<file path="config.mk">
export PLATFORM = sky130hd
export DESIGN_NAME = mcl_config_loader
export DESIGN_NICKNAME = d
export VERILOG_FILES = /design/src/hdl/mcl_pkg.sv /design/src/hdl/mcl_config_loader.sv
export SDC_FILE = /design/constraint.sdc
export NUM_CORES = 1
export LEC_CHECK = 0
export ABC_CLOCK_PERIOD_IN_PS = 9400
export BUFFER_PORTS_ARGS = -buffer_cell sky130_fd_sc_hd__buf_2
export CAP_MARGIN = 5
export CORE_ASPECT_RATIO = 0.8
export CORE_UTILIZATION = 58
export CTS_CLUSTER_DIAMETER = 50
export CTS_CLUSTER_SIZE = 28
export DETAILED_ROUTE_END_ITERATION = 8
export PLACE_DENSITY_LB_ADDON = 0.25
export SKIP_LAST_GASP = 1
export SLEW_MARGIN = 20
export SYNTH_ARGS = -nofsm -noshare
export SYNTH_HDL_FRONTEND = slang
export SYNTH_SLANG_ARGS = --single-unit
</file>
<file path="constraint.sdc">
create_clock -name clk -period 9.4 [get_ports clk]
set_clock_uncertainty 0.05 [all_clocks]
set_input_delay 1.88 -clock clk [delete_from_list [all_inputs] [get_ports clk]]
set_output_delay 1.88 -clock clk [all_outputs]
set_load 0.03 [all_outputs]
</file>
<file path="src/hdl/mcl_pkg.sv">
// Shared constants, types and checksum step for the fuse-store configuration loader.
package mcl_pkg;
  // Live register file shape.
  localparam int NUM_REGS = 16;
  localparam int REG_AW = 4;
  localparam int FUSE_AW = 5;
  // Fuse store layout: data bytes at 0..NUM_REGS-1, then checksum and burn count.
  localparam logic [4:0] FUSE_CSUM_LO = 5'h10;
  localparam logic [4:0] FUSE_CSUM_HI = 5'h11;
  localparam logic [4:0] FUSE_COUNT = 5'h12;
  // Most burns the fuse store accepts.
  localparam logic [1:0] MAX_BURNS = 2'h3;
  // Checksum start value.
  localparam logic [15:0] CSUM_SEED = 16'h0000;
  // Timing: clock rate and documented delays.
  localparam int CLK_MHZ = 250;
  localparam int READY_US = 100;
  localparam int READY_CYCLES = READY_US * CLK_MHZ;
  localparam int HOLD_MS = 100;
  localparam int HOLD_CYCLES = HOLD_MS * 1000 * CLK_MHZ;
  localparam int TIMER_W = 25;
  // Controller states, one-hot.
  typedef enum logic [6:0] {
    ST_WAIT = 7'h01,
    ST_LOAD = 7'h02,
    ST_CHECK = 7'h04,
    ST_IDLE = 7'h08,
    ST_SUPPLY = 7'h10,
    ST_BURN = 7'h20,
    ST_HOLD = 7'h40
  } mcl_state_e;
  // Host register access as passed in by the serial slave.
  typedef struct packed {
    logic wrEn;
    logic [REG_AW-1:0] addr;
    logic [7:0] data;
  } mcl_host_req_s;
  // Write request towards the fuse macro.
  typedef struct packed {
    logic wrReq;
    logic [FUSE_AW-1:0] addr;
    logic [7:0] data;
  } mcl_fuse_wr_s;
  // One checksum step: rotate left and add the byte, so order and value both count.
  function automatic logic [15:0] mcl_csum_step(input logic [15:0] acc, input logic [7:0] b);
    return {acc[14:0], acc[15]} + {8'h00, b};
  endfunction
endpackage

</file>
<file path="src/hdl/mcl_config_loader.sv">
// Fuse-store loader and burner feeding the live converter configuration registers.
//
// Contract
// - Ready 100us after VCC reset release.
// - Power-up copies fuse data into live registers.
// - Copy only when fuse store was programmed.
// - Enable toggles never repeat the copy.
// - Fuse store burned at most three times.
// - Host register writes take effect immediately.
// - Converters off during burn, restart afterwards.
// - Burn request locks writes, reads still allowed.
// - Low burn supply aborts and unlocks.
// - Burn stores 16-bit checksum with the data.
// - Wait 100ms, clear request, release lock.
// - Power-up checksum match loads, else defaults.
// - Readable flag reports power-up checksum mismatch.
`timescale 1ns/1ns
module mcl_config_loader
  import mcl_pkg::*;
#(
  parameter int READY_CYCLES_P = READY_CYCLES,
  parameter int HOLD_CYCLES_P = HOLD_CYCLES,
  parameter logic [NUM_REGS*8-1:0] DEFAULT_REGS = '0
) (
  // Clock and the VCC-rise reset.
  input wire logic clk,
  input wire logic sys_rst,
  // Enable pin level.
  input wire logic enableSyncInput,
  // Host register access and status.
  input wire mcl_host_req_s hostReq,
  input wire logic hostBurnReq,
  output logic [7:0] hostRdData,
  output logic blockReady,
  output logic burnRequestBit,
  output logic writeLock,
  output logic csumError,
  output logic [1:0] burnCount,
  output logic burnAbort,
  // Fuse macro.
  output logic [FUSE_AW-1:0] fuseAddr,
  input wire logic [7:0] fuseRdData,
  output mcl_fuse_wr_s fuseWr,
  input wire logic fuseWrReady,
  input wire logic burnSupplyOk,
  // Converter side.
  output logic [NUM_REGS*8-1:0] liveRegs,
  output logic convEnable,
  output logic seqStart
);

  // Controller state, index into the fuse store and running checksum.
  mcl_state_e state_reg, state_next;
  logic [FUSE_AW-1:0] idx_reg, idx_next;
  logic [15:0] csum_reg, csum_next;
  logic [15:0] stored_reg, stored_next; // Checksum read back from the fuse store.
  logic [TIMER_W-1:0] timer_reg, timer_next; // Shared by the ready delay and the hold wait.
  logic [7:0] regs_reg [NUM_REGS];
  logic [7:0] regs_next [NUM_REGS];
  logic burnBit_reg, burnBit_next;
  logic csumErr_reg, csumErr_next;
  logic [1:0] count_reg, count_next;
  logic [7:0] rdData_reg, rdData_next;
  logic seqStart_reg, seqStart_next;
  logic abort_reg, abort_next;
  logic burning; // Any phase of a burn, supply check included.

  assign burning = (state_reg == ST_SUPPLY) || (state_reg == ST_BURN) || (state_reg == ST_HOLD);

  // Next-state logic for the whole controller.
  always_comb begin
    state_next = state_reg;
    idx_next = idx_reg;
    csum_next = csum_reg;
    stored_next = stored_reg;
    timer_next = timer_reg;
    regs_next = regs_reg;
    burnBit_next = burnBit_reg;
    csumErr_next = csumErr_reg;
    count_next = count_reg;
    seqStart_next = 1'b0;
    abort_next = 1'b0;
    rdData_next = regs_reg[hostReq.addr];
    unique case (state_reg)
      ST_WAIT: begin
        // Nothing happens until the supply has settled.
        if (timer_reg == '0) begin
          state_next = ST_LOAD;
          idx_next = '0;
          csum_next = CSUM_SEED;
        end else begin
          timer_next = timer_reg - 1'b1;
        end
      end
      ST_LOAD: begin
        // Fuse reads are combinational on the address, one byte per cycle.
        if (idx_reg < FUSE_CSUM_LO) begin
          regs_next[idx_reg[REG_AW-1:0]] = fuseRdData;
          csum_next = mcl_csum_step(csum_reg, fuseRdData);
        end
        if (idx_reg == FUSE_CSUM_LO) begin
          stored_next[7:0] = fuseRdData;
        end
        if (idx_reg == FUSE_CSUM_HI) begin
          stored_next[15:8] = fuseRdData;
        end
        if (idx_reg == FUSE_COUNT) begin
          count_next = fuseRdData[1:0];
          state_next = ST_CHECK;
        end
        idx_next = idx_reg + 1'b1;
      end
      ST_CHECK: begin
        // Unprogrammed or corrupt store falls back to the built-in defaults.
        if ((count_reg == 2'h0) || (csum_reg != stored_reg)) begin
          for (int i = 0; i < NUM_REGS; i++) begin
            regs_next[i] = DEFAULT_REGS[i*8 +: 8];
          end
        end
        csumErr_next = (count_reg != 2'h0) && (csum_reg != stored_reg);
        state_next = ST_IDLE;
      end
      ST_IDLE: begin
        // Only a new reset leads back to the load states; the enable pin does not.
        if (hostBurnReq) begin
          burnBit_next = 1'b1;
          state_next = ST_SUPPLY;
        end else if (hostReq.wrEn) begin
          regs_next[hostReq.addr] = hostReq.data;
        end
      end
      ST_SUPPLY: begin
        // A burn with low supply or no burns left is dropped and the lock released.
        if (burnSupplyOk && (count_reg < MAX_BURNS)) begin
          state_next = ST_BURN;
          idx_next = '0;
          csum_next = CSUM_SEED;
        end else begin
          burnBit_next = 1'b0;
          abort_next = 1'b1;
          state_next = ST_IDLE;
        end
      end
      ST_BURN: begin
        // One byte per accepted fuse write: data, checksum low, high, then count.
        if (fuseWrReady) begin
          if (idx_reg < FUSE_CSUM_LO) begin
            csum_next = mcl_csum_step(csum_reg, regs_reg[idx_reg[REG_AW-1:0]]);
          end
          if (idx_reg == FUSE_COUNT) begin
            count_next = count_reg + 1'b1;
            timer_next = TIMER_W'(HOLD_CYCLES_P - 1);
            state_next = ST_HOLD;
          end
          idx_next = idx_reg + 1'b1;
        end
      end
      ST_HOLD: begin
        // Settle time after the fuse write before the host sees completion.
        if (timer_reg == '0) begin
          burnBit_next = 1'b0;
          seqStart_next = 1'b1;
          state_next = ST_IDLE;
        end else begin
          timer_next = timer_reg - 1'b1;
        end
      end
      default: begin
        state_next = ST_WAIT;
      end
    endcase
  end

  // Controller registers; reset is the VCC rise, so this restarts the power-up load.
  always_ff @(posedge clk or posedge sys_rst) begin
    if (sys_rst) begin
      state_reg <= ST_WAIT;
      idx_reg <= '0;
      csum_reg <= CSUM_SEED;
      stored_reg <= 16'h0000;
      timer_reg <= TIMER_W'(READY_CYCLES_P - 1);
      for (int i = 0; i < NUM_REGS; i++) begin
        regs_reg[i] <= 8'h00;
      end
      burnBit_reg <= 1'b0;
      csumErr_reg <= 1'b0;
      count_reg <= 2'h0;
      rdData_reg <= 8'h00;
      seqStart_reg <= 1'b0;
      abort_reg <= 1'b0;
    end else begin
      state_reg <= state_next;
      idx_reg <= idx_next;
      csum_reg <= csum_next;
      stored_reg <= stored_next;
      timer_reg <= timer_next;
      regs_reg <= regs_next;
      burnBit_reg <= burnBit_next;
      csumErr_reg <= csumErr_next;
      count_reg <= count_next;
      rdData_reg <= rdData_next;
      seqStart_reg <= seqStart_next;
      abort_reg <= abort_next;
    end
  end

  // Live registers drive the converters directly.
  for (genvar g = 0; g < NUM_REGS; g++) begin : g_live
    assign liveRegs[g*8 +: 8] = regs_reg[g];
  end

  // Fuse write data comes from the live copy, the running checksum or the incremented burn count.
  always_comb begin
    fuseWr.wrReq = (state_reg == ST_BURN);
    fuseWr.addr = idx_reg;
    if (idx_reg < FUSE_CSUM_LO) begin
      fuseWr.data = regs_reg[idx_reg[REG_AW-1:0]];
    end else if (idx_reg == FUSE_CSUM_LO) begin
      fuseWr.data = csum_reg[7:0];
    end else if (idx_reg == FUSE_CSUM_HI) begin
      fuseWr.data = csum_reg[15:8];
    end else begin
      fuseWr.data = {6'h00, count_reg + 2'h1};
    end
  end

  assign fuseAddr = idx_reg;
  assign blockReady = (state_reg != ST_WAIT) && (state_reg != ST_LOAD) && (state_reg != ST_CHECK);
  assign writeLock = burnBit_reg || !blockReady;
  assign convEnable = enableSyncInput && blockReady && !burning;
  assign hostRdData = rdData_reg;
  assign burnRequestBit = burnBit_reg;
  assign csumError = csumErr_reg;
  assign burnCount = count_reg;
  assign burnAbort = abort_reg;
  assign seqStart = seqStart_reg;
endmodule

</file>
# After elaboration in Yosys (flattened, before gate mapping)
# Cells that the tools add are included.
[totals]
out_inout_bits = 164
wordCells = 155
ff_bits = 211
input_bits = 27
[op_classes]
n_lt_le_gt_ge = 6
eq_ne = 28
mux = 54
n_addsub = 5
n_bitwise = 2
n_reduce_logical = 32
[op_table]
columns = ["operator", "n"]
rows = [
  ["2-to-1 mux 128 bit", 4],
  ["case mux 128 bit (3 select lines)", 1],
  ["bitwise mux 128 bit", 2],
  ["2-to-1 mux 16 bit", 5],
  ["2-to-1 mux 25 bit", 3],
  ["2-to-1 mux 8 bit", 9],
  ["binary-select mux 8 bit (select 4 bit)", 2],
  ["demux 8 bit (select 4 bit)", 2],
  ["case mux 16 bit (4 select lines)", 1],
  ["case mux 25 bit (2 select lines)", 1],
  ["case mux 7 bit (7 select lines)", 1],
  ["2-to-1 mux 7 bit", 6],
  ["adder 16 x 8 -> 16 bit", 2],
  ["logical NOT 25 bit", 1],
  ["subtractor 25 x 1 -> 25 bit, second input constant", 1],
  ["case mux 5 bit (4 select lines)", 1],
  ["inequality test 2 bit, second input constant", 9],
  ["inequality test 16 bit", 1],
  ["AND reduction 4 bit", 4],
  ["== test 5 bit, second input constant", 3],
  ["2-to-1 mux 5 bit", 3],
  ["AND reduction 6 bit", 2],
  [">= comparator 5 bit, second input constant", 2],
  ["less-than comparator 5 x 1 -> 1 bit, second input constant", 2],
  ["31 further kinds", 59],
]

# Longest topological paths before layout
[depth]
ltp_word = 9
depth_mapped = 12
mapped_depth_nobuf = 10

# Least setup slack after synthesis
# OpenSTA, ideal clock, no wires.
[synth_timing]
path_kind = "register to output"
start = "register idx_reg[0] (netlist: fuseAddr[0])"
end = "output port fuseWr[2] in the netlist's numbering"
required_time_ns = 7.470
path_slack_ns = 4.434
arrival_time_ns = 3.036
path_buffers = 3
stages_incl_launch_ff = 10
cell_sequence = "dfrtp_1 clkbuf_1 clkbuf_1 inv_1 ha_1 nor3b_1 clkbuf_1 nor2b_1 a22oi_1 a21oi_1"
[synth_rtl]
columns = ["item", "line", "text"]
rows = [
  ["from (decl)", "mcl_config_loader.sv:54", "logic [FUSE_AW-1:0] idx_reg, idx_next;"],
  ["from (signal assigned)", "mcl_config_loader.sv:193", "idx_reg <= idx_next;"],
  ["to (decl)", "mcl_config_loader.sv:43", "output mcl_fuse_wr_s fuseWr,"],
]

==> summary.md <==
| Metric | Value |
|---|---|
| Status | `finished clean` |
| Area after DPL | `14000 um^2` |
| Starting Density | `59.7%` |
| DRC viols | `0` |
| Worst-path fanout max | `40` |
| Fin cells | `1618` |
| Critical path capture point type | `output pin` |
| Post-CTS Repair Setup Buffers | `0` |
| RSZ-0062 raised after global routing | `false` |
| Largest net degree at the start of global routing | `136` |
| I/O pins | `191` |
| H-tree lvl count | `1` |
| F_max | `0.178 GHz` |
| Crit start category | `flop` |
| Leak | `6.35 nW` |
| Max Slew Vio Count | `0` |
| Global-route wire length before repair | `69300 um` |
| Seq/Total Area, Yosys | `40.8%` |
| Setup WS post-layout | `3790 ps` |
| Hold_ws | `456 ps` |
| DP Worst Slack | `4180 ps` |
| Die footprint | `23000 um^2` |
| Tot Pwr | `3.45 mW` |
| Wire per inst | `28.3 um` |
| Critical hold path startpoint | `timer_reg[7]` |
| Post-synth EDFFs | `0` |
| CTS tree | `built` |
| Detailed Place HPWL | `31000 um` |
| Worst hold-check path type | `flop to flop` |
| Synth cell types | `72` |
| I/O Buffers | `190` |
| Fin area | `14800 um^2` |
| Number of antenna violations at the first check in global routing | `0` |
| Final Hold Viols | `0` |
| Pwr per Cell Area | `234 nW/um^2` |
| N_diodes | `0` |
| Synth Instances | `1190` |
| Die Span X | `169 um` |
| Most used DFF post-synth | `dfrtp_1` |
| Rows | `48` |
| Post-Syn Nets | `1233` |
| Grt ovf | `0` |
| Worst-case clock buffer depth | `3` |
| CTS buffer count | `22` |
| CTS sink count | `211` |
| Final Critical Period | `5610 ps` |
| Synth warnings | `0` |
| Syn Area/Cell | `10.9 um^2` |
| Layout cells sized above 1 | `28.5%` |
| R2r setup slk | `4980 ps` |
| Final Util | `67.9%` |
| Synth Register Bits | `211` |
| Arrival @ worst endpoint | `3680 ps` |
| Most frequent cells in the layout | `dfrtp_1, buf_2, o22ai_1` |
| Critical R2R Launch | `state_reg[2]` |
| Setup TNS | `0 ps` |
| Max Cap Viol | `0` |
| Synthesized area | `13000 um^2` |
| Chip Height | `136 um` |
| Vias in the first global route | `11700` |
| Core region area | `21700 um^2` |
| Clock-pin slew on the worst setup and hold paths | `60 ps` |
| Final setup viols | `0` |
| Rel. slew slack | `21.4%` |
| Most common cell after layout, fill and taps aside | `dfrtp_1` |
| Post-CTS Resized | `0` |
| Placed instance count | `1578` |
| Skew-Pair Late Insertion Delay | `540 ps` |
| Area growth syn-to-layout | `13.8%` |
| Setup CP Type | `flop to output pin` |
| Vias | `12500` |
| Gr usage total | `39.7%` |
| Crit path launch | `fuseAddr[0]` |
| Via density | `7.72` |
| Post-Route WL | `45900 um` |
| First-pass iteration count of the detailed router | `7` |
| Post-CTS Hold Buffers | `0` |
| Post-synth ARST share | `100%` |
| Fillers | `1683` |
| NumNets Final | `1345` |
| Least-Margin Pin Slew | `1180 ps` |
| ANT nets after route | `0` |
| Root buffer cell | `clkbuf_16` |
| GPL Wtd Cong | `1.02` |
| Data required, critical path | `7470 ps` |
| Tcrit/Tclk final | `59.7%` |
| DR iter-0 viols | `2117` |
| VDD IR max | `0.000147 V` |
## per-layer routing
layer	vias up	wire length [um]	global-route usage (%)
li1	5056	-	-
met1	6046	17100	54.6
met2	1147	19300	57.2
met3	239	7040	13.7
met4	0	2460	17.5
met5	-	0	0
## where the power goes
part | total (mW) | internal [mW] | switching (mW)
clock | 0.964 | 0.529 | 0.435
sequential | 1.26 | 1.03 | 0.224
combinational | 1.23 | 0.439 | 0.792
## layout make-up
type | count | area [um^2] | share of cell area (%)
Tap cell | 300 | 375 | 2.54
Clock inverter | 16 | 221 | 1.50
Clock buffer | 24 | 579 | 3.92
Sequential cell | 211 | 5300 | 35.9
Multi-Input combinational cell | 835 | 7140 | 48.4
Inverter | 33 | 131 | 0.889
Timing Repair Buffer | 199 | 1020 | 6.92
## critical path: stages (launching register included)
cell and delay, ps:
dfrtp_4 890, ha_1 440, nor3b_1 680, nor2b_1 510, a22oi_1 140, a21oi_1 240, buf_2 240
## final timing paths
path	endpoint	depth (start not counted)
min	timer_reg[7]	2
max in group asynchronous	asynchronous set/reset pin	3
max reg2reg	csum_reg[15]	9
min in group asynchronous	asynchronous set/reset pin	2
max	fuseWr[7]	6
min reg2reg	timer_reg[7]	2
## cell families after synthesis
family	count (synthesis)	share of synthesized area, %
AO/OA/AOI/OAI	430	24.0
XOR/XNOR	31	2.09
adder cells (fa/ha/maj)	16	1.60
buffers and inverters	144	4.42
flip-flops	211	40.8
multiplexers	112	16.6
AND/OR/NAND/NOR	246	10.5
## synth_stat cells, types with 6 or more instances
master | number | share of area, %
or4_1 | 17 | 0.98
nor2_1 | 34 | 0.98
mux2_2 | 25 | 2.2
xnor2_1 | 7 | 0.47
nor4_1 | 9 | 0.43
o2bb2ai_1 | 8 | 0.54
inv_1 | 32 | 0.93
dfstp_2 | 9 | 1.8
xor2_1 | 24 | 1.6
or2_2 | 6 | 0.29
o221ai_1 | 14 | 0.94
nand2_1 | 52 | 1.5
mux4_2 | 80 | 14
o31ai_1 | 15 | 0.87
o22ai_1 | 130 | 6.3
buf_1 | 14 | 0.40
a21oi_1 | 35 | 1.3
nor2b_1 | 11 | 0.53
or3_1 | 15 | 0.72
nor3_1 | 10 | 0.39
a22o_1 | 113 | 7.6
a32oi_1 | 8 | 0.54
nand3_1 | 35 | 1.3
a22oi_1 | 6 | 0.35
clkbuf_1 | 81 | 2.3
o21ai_0 | 19 | 0.73
and3_1 | 20 | 0.96
a31oi_1 | 31 | 1.5
dfrtp_1 | 202 | 39
ha_1 | 15 | 1.4
buf_2 | 11 | 0.42
o211ai_1 | 15 | 0.87
Note: power is estimated with default switching activity, not from simulation.
